<file path="config.mk">
export PLATFORM = sky130hd
export DESIGN_NAME = bmc_top
export DESIGN_NICKNAME = d
export VERILOG_FILES = /design/src/bmc_pkg.sv /design/src/bmc_err_if.sv /design/src/bmc_err_gate.sv /design/src/bmc_top.sv
export SDC_FILE = /design/constraint.sdc
export NUM_CORES = 1
export LEC_CHECK = 0
export ABC_AREA = 1
export BUFFER_PORTS_ARGS = -buffer_cell sky130_fd_sc_hd__buf_2
export CORE_MARGIN = 2
export CORE_UTILIZATION = 46
export CTS_BUF_LIST = sky130_fd_sc_hd__clkbuf_8
export DETAILED_ROUTE_END_ITERATION = 10
export PLACE_DENSITY = 0.82
export SYNTH_ARGS = -nofsm -noshare
export SYNTH_HDL_FRONTEND = slang
export SYNTH_SLANG_ARGS = --single-unit
</file>
<file path="constraint.sdc">
create_clock -name clk_i -period 1.3 [get_ports clk_i]
set_input_delay 0.13 -clock clk_i [delete_from_list [all_inputs] [get_ports clk_i]]
set_output_delay 0.13 -clock clk_i [all_outputs]
set_load 0.005 [all_outputs]
</file>
<file path="src/bmc_pkg.sv">
// constants and types shared by the bus matrix configuration block
package bmc_pkg;
    // number of matrix initiators that can raise bus errors
    localparam int unsigned BMC_NUM_INIT = 5;
    // initiator slots, also the bit index within the enable group
    typedef enum logic [2:0] {
        BMC_CPU_FETCH,
        BMC_CPU_DATA,
        BMC_DMA_MASTER,
        BMC_DEBUG_UNIT,
        BMC_SHARED_BUS
    } bmc_init_e;

    // wishbone geometry
    localparam int unsigned BMC_AW = 4;
    localparam int unsigned BMC_DW = 32;
    localparam int unsigned BMC_SW = 4;

    // register byte offsets
    localparam logic [BMC_AW-1:0] BMC_OFS_CONFIG = 4'h0;
    localparam logic [BMC_AW-1:0] BMC_OFS_STATUS = 4'h4;
    localparam logic [BMC_AW-1:0] BMC_OFS_MASK = 4'h8;

    // configuration register field positions
    localparam int unsigned BMC_ERR_EN_LSB = 16;
    localparam int unsigned BMC_ERR_CPU_FETCH_BIT = 16;
    localparam int unsigned BMC_ERR_CPU_DATA_BIT = 17;
    localparam int unsigned BMC_ERR_DMA_BIT = 18;
    localparam int unsigned BMC_ERR_DEBUG_BIT = 19;
    localparam int unsigned BMC_ERR_SHARED_BIT = 20;
    localparam int unsigned BMC_WAIT_BIT = 6;
    localparam int unsigned BMC_ARB_LSB = 0;
    localparam int unsigned BMC_ARB_W = 3;

    // implemented bits and reset value of the configuration register
    localparam logic [BMC_DW-1:0] BMC_CONFIG_WMASK = 32'h001f_0047;
    localparam logic [BMC_DW-1:0] BMC_CONFIG_RESET = 32'h001f_0041;

    // arbitration codes
    localparam logic [BMC_ARB_W-1:0] BMC_ARB_MODE1 = 3'h1;
    localparam logic [BMC_ARB_W-1:0] BMC_ARB_MODE2 = 3'h2;

    // status and mask reset values
    localparam logic [BMC_NUM_INIT-1:0] BMC_STATUS_RESET = 5'h00;
    localparam logic [BMC_NUM_INIT-1:0] BMC_MASK_RESET = 5'h00;
endpackage : bmc_pkg

</file>
<file path="src/bmc_err_if.sv">
// carrier between the register side and the bus error gate
`timescale 1ns/100ps
interface bmc_err_if #(
    parameter int unsigned N = 5
);
    logic [N-1:0] unmapped;
    logic [N-1:0] enable;
    logic [N-1:0] bus_err;

    modport gate (
        input unmapped,
        input enable,
        output bus_err
    );
    modport ctrl (
        output unmapped,
        output enable,
        input bus_err
    );
endinterface : bmc_err_if

</file>
<file path="src/bmc_err_gate.sv">
// per-initiator bus error gate for unmapped accesses
`timescale 1ns/100ps
module bmc_err_gate
    import bmc_pkg::*;
(
    input wire logic clk_i,
    input wire logic rst_i,
    bmc_err_if.gate eg
);
    // one-cycle error pulse a cycle after an unmapped access, if enabled
    always_ff @(posedge clk_i) begin
        if (rst_i) begin
            eg.bus_err <= '0;
        end else begin
            eg.bus_err <= eg.unmapped & eg.enable;
        end
    end
endmodule : bmc_err_gate

</file>
<file path="src/bmc_top.sv">
// bus matrix configuration register with bus error gating and interrupt
`timescale 1ns/100ps
module bmc_top
    import bmc_pkg::*;
(
    input wire logic clk_i,
    input wire logic rst_i,
    // wishbone classic slave
    input wire logic cyc_i,
    input wire logic stb_i,
    input wire logic we_i,
    input wire logic [BMC_AW-1:0] adr_i,
    input wire logic [BMC_SW-1:0] sel_i,
    input wire logic [BMC_DW-1:0] dat_i,
    output logic [BMC_DW-1:0] dat_o,
    output logic ack_o,
    // initiator side
    input wire logic [BMC_NUM_INIT-1:0] unmapped_i,
    output logic [BMC_NUM_INIT-1:0] bus_err_o,
    output logic [BMC_NUM_INIT-1:0] err_en_o,
    output logic data_ram_wait_select_o,
    output logic [BMC_ARB_W-1:0] arbitration_mode_select_o,
    output logic irq_o
);
    // merge write data into a register under byte enables
    function automatic logic [BMC_DW-1:0] bmc_merge(
        input logic [BMC_DW-1:0] old_v,
        input logic [BMC_DW-1:0] new_v,
        input logic [BMC_SW-1:0] sel
    );
        logic [BMC_DW-1:0] res;
        res = old_v;
        for (int i = 0; i < BMC_SW; i++) begin
            if (sel[i]) begin
                res[i*8 +: 8] = new_v[i*8 +: 8];
            end
        end
        return res;
    endfunction : bmc_merge

    logic [BMC_DW-1:0] config_q;
    logic [BMC_NUM_INIT-1:0] status_q;
    logic [BMC_NUM_INIT-1:0] status_d;
    logic [BMC_NUM_INIT-1:0] mask_q;
    logic [BMC_DW-1:0] rdata_d;
    logic req;
    logic wr_cfg;
    logic wr_mask;
    logic rd_status;
    logic [BMC_DW-1:0] cfg_merged;
    logic [BMC_DW-1:0] mask_merged;

    bmc_err_if #(.N(BMC_NUM_INIT)) err_if ();

    // a new request is taken only while no ack is standing
    assign req = cyc_i && stb_i && !ack_o;
    assign wr_cfg = req && we_i && adr_i == BMC_OFS_CONFIG;
    assign wr_mask = req && we_i && adr_i == BMC_OFS_MASK;
    assign rd_status = req && !we_i && adr_i == BMC_OFS_STATUS;
    assign cfg_merged = bmc_merge(config_q, dat_i, sel_i);
    assign mask_merged = bmc_merge({{(BMC_DW-BMC_NUM_INIT){1'b0}}, mask_q},
                                   dat_i, sel_i);

    // single-cycle ack, dropped the cycle after it is given
    always_ff @(posedge clk_i) begin
        if (rst_i) begin
            ack_o <= 1'b0;
        end else begin
            ack_o <= req;
        end
    end

    // configuration register; reserved arbitration codes are stored as
    // written since software is trusted to avoid them
    always_ff @(posedge clk_i) begin
        if (rst_i) begin
            config_q <= BMC_CONFIG_RESET;
        end else if (wr_cfg) begin
            config_q <= cfg_merged & BMC_CONFIG_WMASK;
        end
    end

    // interrupt mask
    always_ff @(posedge clk_i) begin
        if (rst_i) begin
            mask_q <= BMC_MASK_RESET;
        end else if (wr_mask) begin
            mask_q <= mask_merged[BMC_NUM_INIT-1:0];
        end
    end

    // sticky error status: a new error wins over a clearing read
    always_comb begin
        status_d = status_q;
        if (rd_status) begin
            status_d = '0;
        end
        status_d = status_d | err_if.bus_err;
    end

    always_ff @(posedge clk_i) begin
        if (rst_i) begin
            status_q <= BMC_STATUS_RESET;
        end else begin
            status_q <= status_d;
        end
    end

    // read mux; unmapped offsets answer with zero
    always_comb begin
        rdata_d = '0;
        if (adr_i == BMC_OFS_CONFIG) begin
            rdata_d = config_q;
        end else if (adr_i == BMC_OFS_STATUS) begin
            rdata_d[BMC_NUM_INIT-1:0] = status_q;
        end else if (adr_i == BMC_OFS_MASK) begin
            rdata_d[BMC_NUM_INIT-1:0] = mask_q;
        end
    end

    always_ff @(posedge clk_i) begin
        if (rst_i) begin
            dat_o <= '0;
        end else if (req && !we_i) begin
            dat_o <= rdata_d;
        end
    end

    // outputs registered so the matrix sees glitch-free selects
    always_ff @(posedge clk_i) begin
        if (rst_i) begin
            err_en_o <= BMC_CONFIG_RESET[BMC_ERR_EN_LSB +: BMC_NUM_INIT];
            data_ram_wait_select_o <= BMC_CONFIG_RESET[BMC_WAIT_BIT];
            arbitration_mode_select_o <= BMC_CONFIG_RESET[BMC_ARB_LSB +:
                                                          BMC_ARB_W];
        end else begin
            err_en_o <= config_q[BMC_ERR_EN_LSB +: BMC_NUM_INIT];
            data_ram_wait_select_o <= config_q[BMC_WAIT_BIT];
            arbitration_mode_select_o <=
                config_q[BMC_ARB_LSB +: BMC_ARB_W];
        end
    end

    // irq lags status by one cycle to keep the output a flop
    always_ff @(posedge clk_i) begin
        if (rst_i) begin
            irq_o <= 1'b0;
        end else begin
            irq_o <= |(status_q & mask_q);
        end
    end

    // error pulses leave straight from the gate's flops
    assign err_if.unmapped = unmapped_i;
    assign err_if.enable = config_q[BMC_ERR_EN_LSB +: BMC_NUM_INIT];
    assign bus_err_o = err_if.bus_err;

    bmc_err_gate u_gate (
        .clk_i(clk_i),
        .rst_i(rst_i),
        .eg(err_if.gate)
    );
endmodule : bmc_top

</file>
# After elaboration in Yosys (flattened, before gate mapping)

Cells that the tools add are included.

Bits of input ports: 50
Logic and storage cells: 35
Flip-flop bits (word level): 67

Eq/ne operators: 2
Reduce and logical (&&, ||, !) cells: 14
Mux-type cells: 5
Bitwise logic cells: 3

Operators by type and width:

| kind                                                | count |
|---|---|
| two-way mux 5 bit                                   | 4 |
| two-way mux 16 bit                                  | 1 |
| AND 5 bit                                           | 2 |
| logical AND 1 bit                                   | 7 |
| AND reduction 2 bit                                 | 3 |
| OR 5 bit                                            | 1 |
| OR reduction 5 bit                                  | 1 |
| equality test 4 x 3 -> 1 bit, second input constant | 1 |
| equality test 4 bit, second input constant          | 1 |
| logical NOT 4 bit                                   | 1 |
| logical NOT 1 bit                                   | 2 |

# Logic depth before layout (Yosys ltp)

Gate-level depths: netlist of the first run.

Word-level depth: 6
Mapped depth: 7
Mapped depth without buffers: 7

# Hierarchy

A second synthesis of the first run with hierarchy kept.

Cell total of the unflattened synthesis: 250
Area, all modules: 1,941.9 µm²

Modules (own cells, without submodules):

| module       | cells an instance | instances | area each (µm²) |
|---|---|---|---|
| bmc_top      | 235               | 1         | 1,804.2 |
| bmc_err_gate | 15                | 1         | 137.6 |

# Worst setup path after synthesis of the first run

OpenSTA, ideal clock, no wires.

Kind: register to register
Start point: reg ack_o
End point: reg dat_o[1]
Data arrival time: 982 ps
Stages on the path, launching flop included: 8
Slack: 185 ps
Required time: 1,168 ps
Path through: dfxtp_1 > inv_1 > nand3_2 > nor2_4 > inv_1 > buf_2 > nand2_1 > a21oi_1

Longest elaborated chain between the ends: 3

Ends and longest elaborated chain:

| what                     | RTL line       | source |
|---|---|---|
| start: declaration       | bmc_top.sv:16  | `output logic ack_o,` |
| start signal: assignment | bmc_top.sv:69  | `ack_o <= req;` |
| logical NOT 1 bit        | bmc_top.sv:56  | `assign req = cyc_i && stb_i && !ack_o;` |
| logical AND 1 bit        | bmc_top.sv:56  |  |
| logical AND 1 bit        | bmc_top.sv:124 | `end else if (req && !we_i) begin` |
| end signal: assignment   | bmc_top.sv:125 | `dat_o <= rdata_d;` |
| end: declaration         | bmc_top.sv:15  | `output logic [BMC_DW-1:0] dat_o,` |

Every way passes these cells.
A chain may end at the register's enable or synchronous reset.

# Worst setup path after layout of the first run

Start point: reg ack_o
End point: reg dat_o[6]

The elaborated chain is that of the path after synthesis.

==> results of run 1 <==
[layer usage]
metal  vias to the layer above  wire length, um  GRT usage
met4                         0               89     0.0850
met2                        40             1860      0.294
met3                         9              205     0.0609
li1                        840                -          -
met5                         -                0          0
met1                       713             1650      0.204
[power by group through the flow]
stage / Sequential (mW) / Combinational (mW) / Clock (mW)
finish: 1.45 / 0.191 / 1.04
detailed placement: 1.48 / 0.182 / 0
floorplan: 1.48 / 0.142 / 0
global placement: 1.48 / 0.180 / 0
global route: 1.45 / 0.218 / 1.11
CTS: 1.45 / 0.183 / 1.06
[per-stage QoR]
| stage | cell area (sq um) | power, mW | setup WS (ps) | utilization |
|---|---|---|---|---|
| 3_3_place_gp | 2150 | 1.66 | 150 | 0.541 |
| 6_report | 2290 | 2.68 | 79.4 | 0.576 |
| 5_1_grt | 2290 | 2.78 | -34.3 | 0.576 |
| 4_1_cts | 2260 | 2.69 | 88.8 | 0.568 |
| 3_5_place_dp | 2150 | 1.66 | 122 | 0.541 |
| 2_1_floorplan | 1970 | 1.62 | 185 | - |
[worst max-delay path by stage]
stage                from       end  slack, ps  cells past startpoint
floorplan           ack_o  dat_o[1]        190                      7
global placement    ack_o  dat_o[6]        150                      7
detailed placement  ack_o  dat_o[6]        120                      7
CTS                 ack_o  dat_o[6]         90                      7
global route        ack_o  dat_o[6]        -30                      7
finish              ack_o  dat_o[6]         80                      7
[worst max-delay path: stages (launching register included)]
cell and delay (ps):
dfxtp_2 330, inv_2 70, nand3_4 80, nor2_4 140
clkinvlp_4 140, nor2_4 200, nand2_1 90, a21oi_2 110
[flip-flops by register name, summed over array words and instances, names as in the netlist]
register,cells
dat_o,11
config_q,9
err_en_o,5
mask_q,5
status_q,5
u_gate.eg.bus_err,5
arbitration_mode_select_o,3
ack_o,1
data_ram_wait_select_o,1
irq_o,1
[placed cells by master (no fill, tap or decap), drive strengths merged]
cell       n
a31oi      1
o21ai      5
clkbuf     5
and3       1
clkinv     2
nand3b     2
buf       59
nor2      31
or2        7
conb      21
nand4      1
a21oi     12
nand3     32
inv       16
bufinv     1
dfxtp     46
nand2     58
clkinvlp   2
[cell type report]
cell class	instances	area (sq um)	share of cell area
inverters	18	73.8	0.0323
repair buffers	59	310	0.136
clock inverters	3	41.3	0.0181
flip-flops and latches	46	922	0.403
clock buffers	5	68.8	0.0301
well taps	50	62.6	0.0274
multi-input cells	171	807	0.353
[logic make-up (layout without fill, tap and decap cells)]
| logic type | after synthesis | in the layout | synth area share |
|---|---|---|---|
| other cells | 1 | 21 | 0.00198 |
| compound gates | 18 | 18 | 0.0482 |
| flops | 46 | 46 | 0.486 |
| simple gates | 132 | 132 | 0.328 |
| buf+inv | 46 | 85 | 0.135 |
[what timing repair did]
action / 4_1_cts / 5_1_grt
buffers inserted: 0 / 1
setup endpoints to repair: 0 / 8
gates resized for setup: 0 / 6
hold endpoints to repair: 0 / 0
==> results.yml, run 1 <==
yosys:
  ys.warnings.count: 0
  synth.cell_area_sq_um: 1890
  ys.flop_type: "dfxtp_1"
  post-synth-top-count-cell: "nand2_1"
  synth_cell_types: 22
  async_reset_ff_frac: 0
  yosys_register_bits: 46
  synth_largest_area_cell: "dfxtp_1"
  syn_inst: 243
  synth_top_cell_area_share: 0.486
  synthTopCellsByCount: "nand2_1 (55), dfxtp_1 (46), nand3_1 (30)"
  syn-mean-instance-area_sq_um: 7.79
  synthTopCellsByArea: "dfxtp_1 (49%), nand2_1 (11%), buf_4 (8.3%)"
  seq_area_frac_synth: 0.486
  synth_edf_count: 0
floorplan:
  core-area_sq_um: 3970
  die_x_um: 68.2
  fp.dieArea_sq_um: 4640
  fp-row-count: 23
  start_util: 0.477
  die_h_um: 68.2
  io_pins: 98
worst_setup_path:
  cp_max_fo: 6
  start_kind: "flip-flop"
  reg2reg_to: "dat_o[6]"
  crit_type: "flip-flop to flip-flop"
  r2r_cells: 7
  critical_path_arrival_ps: 1460
  required_ps: 1540
  ff2ff_setup_slack_ps: 80
  timing.rr.start: "ack_o"
  crit_path_end_kind: "flip-flop"
clock_network:
  cts_sinks: 46
  hold_buffers: 0
  htreeDepth: 2
  cts_buffer_depth: 2
  clk_pin_slew_ps: 80
  numCtsBuffers: 5
  clockRootBuffer: "clkbuf_8"
  clock_latency_ps: 300
  cts_tree: "built"
global_route:
  track_usage: 0.177
  grt_pass1_vias: 1374
  antenna_found_initial: 0
  grt.overflow.total: 0
  grt_pass1_wl_mm: 5.97
  grt_max_degree: 23
drt:
  num_vias: 1602
  drt_iter0_drc: 29
  drt_pass1_iterations: 4
  ant_nets: 0
  drc: 0
  vias_per_cell: 4.55
  totalWireLength_mm: 3.80
  post_drt_wl_per_cell_um: 10.8
power:
  p_leak_nw: 1.11
  intPower_mw: 2.07
  seq_power_share: 0.541
  power_density_nw_per_um2: 1170
  p_comb_frac: 0.071
  ir_drop_mv: 0.764
  pwr-share-clk: 0.388
  switching_share: 0.227
  power.net_switching_mw: 0.609
timing:
  setup_violations: 0
  final-hold-violation-count: 0
  rsz0062_at_grt: "true"
  fin_hold_ws_ps: 22.1
  finalSetupTns_ps: 0
  period_needed_ps: 1220
  fin_worst_skew_ps: 5.17
  fmax_ghz: 0.819
  drv_slew: 0
  period_share: 0.939
finish:
  instances_no_fill: 352
  syn2layout_area_growth_pct: 20.8
  n_fill_cell: 368
  drive_above_1_share: 0.298
  antenna_cells: 0
  final_nets: 351
hold_path:
  min_path_type: "input pin to flip-flop"
  holdPathStages: 3
  hold_end: "config_q[6]"
  hold_path.startpoint: "dat_i[6]"
placed_design:
  dp_hpwl_mm: 2.87
  place_inst: 343
  place_congestion: 0.805
  io_buffers: 53
job:
  maxCapViolations: 0
status:
  status: "finished, final reports clean"
(Power assumes the default switching activity.)
==> run 2: changes to the inputs <==
--- a/config.mk
+++ b/config.mk
@@ -11,7 +11,9 @@
 export CORE_UTILIZATION = 46
 export CTS_BUF_LIST = sky130_fd_sc_hd__clkbuf_8
 export DETAILED_ROUTE_END_ITERATION = 10
-export PLACE_DENSITY = 0.82
+export GPL_ROUTABILITY_DRIVEN = 0
+export PLACE_DENSITY = 0.91
+export SLEW_MARGIN = 10
 export SYNTH_ARGS = -nofsm -noshare
 export SYNTH_HDL_FRONTEND = slang
 export SYNTH_SLANG_ARGS = --single-unit
==> results.yml, run 2 (synthesized netlist as in run 1, its figures left out) <==
timing:
  period_share: 0.896
  final-hold-violation-count: 0
  drv_slew: 0
  period_needed_ps: 1160
  rsz0062_at_grt: "false"
  finalSetupTns_ps: 0
  fin_hold_ws_ps: 19.3
  fin_worst_skew_ps: 3.88
  fmax_ghz: 0.859
  setup_violations: 0
clock_network:
  cts_buffer_depth: 2
  clockRootBuffer: "clkbuf_8"
  clk_pin_slew_ps: 80
  cts_tree: "built"
  clock_latency_ps: 310
  postCtsSetupBuffers: 0
  numCtsBuffers: 5
  htreeDepth: 2
  cts_sinks: 46
worst_setup_path:
  path_cells: "inv_1 -> nand3_2 -> nor2_4 -> inv_1 -> buf_4 -> nand3_1 -> nand2_1"
  crit_type: "flip-flop to flip-flop"
  timing.rr.start: "ack_o"
  cp_max_fo: 9
  required_ps: 1500
  critical_path_arrival_ps: 1370
  max_stage_delay_ps: 320
  crit_path_end_kind: "flip-flop"
  ff2ff_setup_slack_ps: 140
  slowest_stage: "dfxtp_1"
  cp_common_cell: "inv_1"
  reg2reg_to: "dat_o[16]"
  r2r_cells: 7
  start_kind: "flip-flop"
finish:
  largest_register_ff_count: 11
  syn2layout_area_growth_pct: 19.2
  n_fill_cell: 362
  mostFrequentLayoutCells: "nand2_1 (55), buf_2 (53), dfxtp_1 (46)"
  largestRegisters: "dat_o: 11 flops, config_q: 9 flops"
  final_nets: 350
  largest_register: "dat_o"
  layout_commonest_cell: "nand2_1"
  drive_above_1_share: 0.282
  antenna_cells: 0
floorplan:
  io_pins: 98
  die_x_um: 68.2
  die_h_um: 68.2
  fp.dieArea_sq_um: 4640
  start_util: 0.477
  fp-row-count: 23
  core-area_sq_um: 3970
placed_design:
  io_buffers: 53
  dp_hpwl_mm: 2.96
hold_path:
  hold_end: "config_q[18]"
  min_path_type: "input pin to flip-flop"
  hold_path.startpoint: "dat_i[18]"
  holdPathStages: 3
global_route:
  grt.overflow.total: 0
  gr-usage-met3: 0.0609
  track_usage: 0.188
  gr-usage-met1: 0.218
  busiest_layer: "met2"
  grt_pass1_wl_mm: 6.38
  grt_use_met2: 0.299
  grt_pass1_vias: 1464
  antenna_found_initial: 0
  grt_max_degree: 23
drt:
  drc: 0
  ant_nets: 0
  drt_pass1_iterations: 4
  post_drt_wl_per_cell_um: 11.3
  totalWireLength_mm: 3.97
  num_vias: 1663
  vias_per_cell: 4.74
  drt_iter0_drc: 56
job:
  maxCapViolations: 0
power:
  p_leak_nw: 1.10
  ir_drop_mv: 0.939
  power_density_nw_per_um2: 1180
status:
  status: "finished, final reports clean"
[run 2: changes by cell type in the layout (fill, tap and decap cells not counted), sizes merged]
cell,previous run,this run
clkinvlp,2,1
inv,16,17
buf,59,58
[run 2: worst max path at each step]
stage / start / end / slack, ps / cells after the start
global placement: adr_i[2] / config_q[18] / 180 / 7
global route: ack_o / mask_q[0] / 1 / 6
CTS: ack_o / dat_o[16] / 140 / 7
floorplan: ack_o / dat_o[1] / 190 / 7
detailed placement: adr_i[2] / status_q[2] / 130 / 6
finish: ack_o / dat_o[16] / 140 / 7
[run 2: final cells by class]
class	count	area, sq um	share of cell area
Clock buffer	5	68.8	0.0305
Clock inverter	3	41.3	0.0183
Inverter	18	70.1	0.0310
Multi-Input combinational cell	171	791	0.350
Sequential cell	46	921	0.408
Tap cell	50	62.6	0.0277
Timing Repair Buffer	58	303	0.134
[run 2: worst max-delay path, delay by kind of cell, from the launching register on]
| kind | cells | cell delay [ps] |
|---|---|---|
| buf+inv | 3 | 370 |
| simple gates | 4 | 370 |
| flops | 1 | 320 |
[run 2: per-layer routing]
metal / routed length [um] / up-vias
met3: 266 / 9
li1: - / 836
met4: 100 / 0
met5: 0 / -
met2: 1990 / 58
met1: 1610 / 760
[run 2: metrics by stage]
step / setup slack [ps] / area, sq um / power (mW) / util / std cells
final: 136 / 2260 / 2.67 / 0.568 / 351
after global routing: 0.960 / 2260 / 2.77 / 0.568 / 351
after CTS: 136 / 2260 / 2.69 / 0.568 / 351
after detailed placement: 134 / 2150 / 1.67 / 0.541 / 343
after global placement: 179 / 2150 / 1.66 / 0.541 / 343
after floorplan: 185 / 1970 / 1.62 / - / 263
[run 2: where the power goes]
group	internal [mW]	total, mW	leakage, nW	switching (mW)
combinational	0.0708	0.186	0.669	0.115
sequential	1.43	1.45	0.374	0.0170
clock	0.565	1.04	0.0556	0.474
total	2.07	2.67	1.10	0.606
[run 2: what timing repair did]
action / CTS / global route
setup endpoints to repair: 0 / 2
hold buffers: 0 / 0
gates resized for setup: 0 / 2
==> run 3: changes to the inputs <==
==> constraint.sdc (replaced) <==
create_clock -name clk_i -period 1.3 [get_ports clk_i]
set_input_delay 0.195 -clock clk_i [delete_from_list [all_inputs] [get_ports clk_i]]
set_output_delay 0.195 -clock clk_i [all_outputs]
set_load 0.005 [all_outputs]
==> results.yml, run 3 (synthesized netlist as in run 1, its figures left out) <==
drt:
  totalWireLength_mm: 3.99
  ant_nets: 0
  num_vias: 1649
  drt_pass1_iterations: 4
  vias_per_cell: 4.70
  drt_iter0_drc: 44
  drc: 0
  post_drt_wl_per_cell_um: 11.4
timing:
  setup_ws_ps: 130
  rsz0062_at_grt: "false"
  fin_worst_skew_ps: 6.95
  period_share: 0.900
  final-hold-violation-count: 0
  setup_violations: 0
  finalSetupTns_ps: 0
  fin_hold_ws_ps: 80.4
  fmax_ghz: 0.854
  period_needed_ps: 1170
  drv_slew: 0
finish:
  largest_register_ff_count: 11
  mostFrequentLayoutCells: "nand2_1 (55), buf_2 (53), dfxtp_1 (46)"
  largest_register: "dat_o"
  syn2layout_area_growth_pct: 18.0
  multi_input_area_sq_um: 791
  n_fill_cell: 380
  antenna_cells: 0
  drive_above_1_share: 0.279
  largestRegisters: "dat_o: 11 flops, config_q: 9 flops"
  final_nets: 350
  layout_commonest_cell: "nand2_1"
  regArea_sq_um: 921
job:
  maxCapViolations: 0
placed_design:
  post-place-ws_ps: 80.6
  dp_hpwl_mm: 2.99
  io_buffers: 53
hold_path:
  min_path_type: "input pin to flip-flop"
power:
  p_leak_nw: 1.10
  p_total_mw: 2.49
  power_density_nw_per_um2: 1110
  ir_drop_mv: 0.689
floorplan:
  die_h_um: 68.2
  core-area_sq_um: 3970
  start_util: 0.477
  io_pins: 98
  fp.dieArea_sq_um: 4640
  fp-row-count: 23
  die_x_um: 68.2
clock_network:
  cts_tree: "built"
  clk_pin_slew_ps: 80
  numCtsBuffers: 5
  htreeDepth: 2
  cts_buffer_depth: 2
  cts_resized: 0
  cts_sinks: 46
  hold_buffers: 0
  clock_latency_ps: 310
  postCtsSetupBuffers: 0
  clockRootBuffer: "clkbuf_8"
worst_setup_path:
  start_kind: "flip-flop"
  crit_family: "simple AND/OR/NAND/NOR gates"
  crit_path_end_kind: "flip-flop"
  path_cells: "inv_1 -> nand3_2 -> nor2_4 -> inv_1 -> nor2_4 -> nand2_1 -> a21oi_1"
  required_ps: 1540
  slowest_stage: "dfxtp_1"
  cp_max_fo: 6
  max_stage_delay_ps: 320
  critPathBufInv: 2
  crit_type: "flip-flop to flip-flop"
  critical_path_arrival_ps: 1410
global_route:
  grt.overflow.total: 0
  grt_pass1_wl_mm: 6.22
  grt_pass1_vias: 1411
  track_usage: 0.184
  antenna_found_initial: 0
  grt_max_degree: 23
status:
  status: "finished, final reports clean"
[run 3: layout make-up]
class | count | area share
clock buffer | 5 | 0.0308
multi-input combinational | 171 | 0.354
inverter | 18 | 0.0314
timing repair buffer | 58 | 0.136
clock inverter | 3 | 0.00784
tap | 50 | 0.0280
sequential | 46 | 0.412
[run 3: stage by stage]
step | utilization | instance area [sq um] | cells
floorplan | - | 1970 | 263
global placement | 0.541 | 2150 | 343
detailed placement | 0.541 | 2150 | 343
CTS | 0.562 | 2230 | 351
global route | 0.562 | 2230 | 351
finish | 0.562 | 2230 | 351
[run 3: worst paths after layout]
check	start	to	slack, ps	cells past startpoint
min reg2reg	config_q[1]	arbitration_mode_select_o[1]	450	2
min	dat_i[17]	config_q[17]	80	3
max	ack_o	dat_o[6]	130	7
max reg2reg	ack_o	dat_o[6]	130	7
[run 3: report_power, final]
part	leakage [nW]	switching, mW	internal [mW]	total (mW)
Combinational	0.672	0.115	0.0707	0.185
Clock	0.0493	0.481	0.371	0.852
Sequential	0.374	0.0183	1.43	1.45
[run 3: worst min-delay path, cell delays in order]
cell	delay, ps
buf_2	70
nand2_1	40
nand3_1	50
[run 3: per-layer routing]
metal / vias to the layer above / routed length [um] / global-route usage
li1: 840 / - / -
met1: 742 / 1620 / 0.215
met2: 58 / 1970 / 0.300
met3: 9 / 286 / 0.0576
met4: 0 / 110 / 0.0975
met5: - / 0 / 0
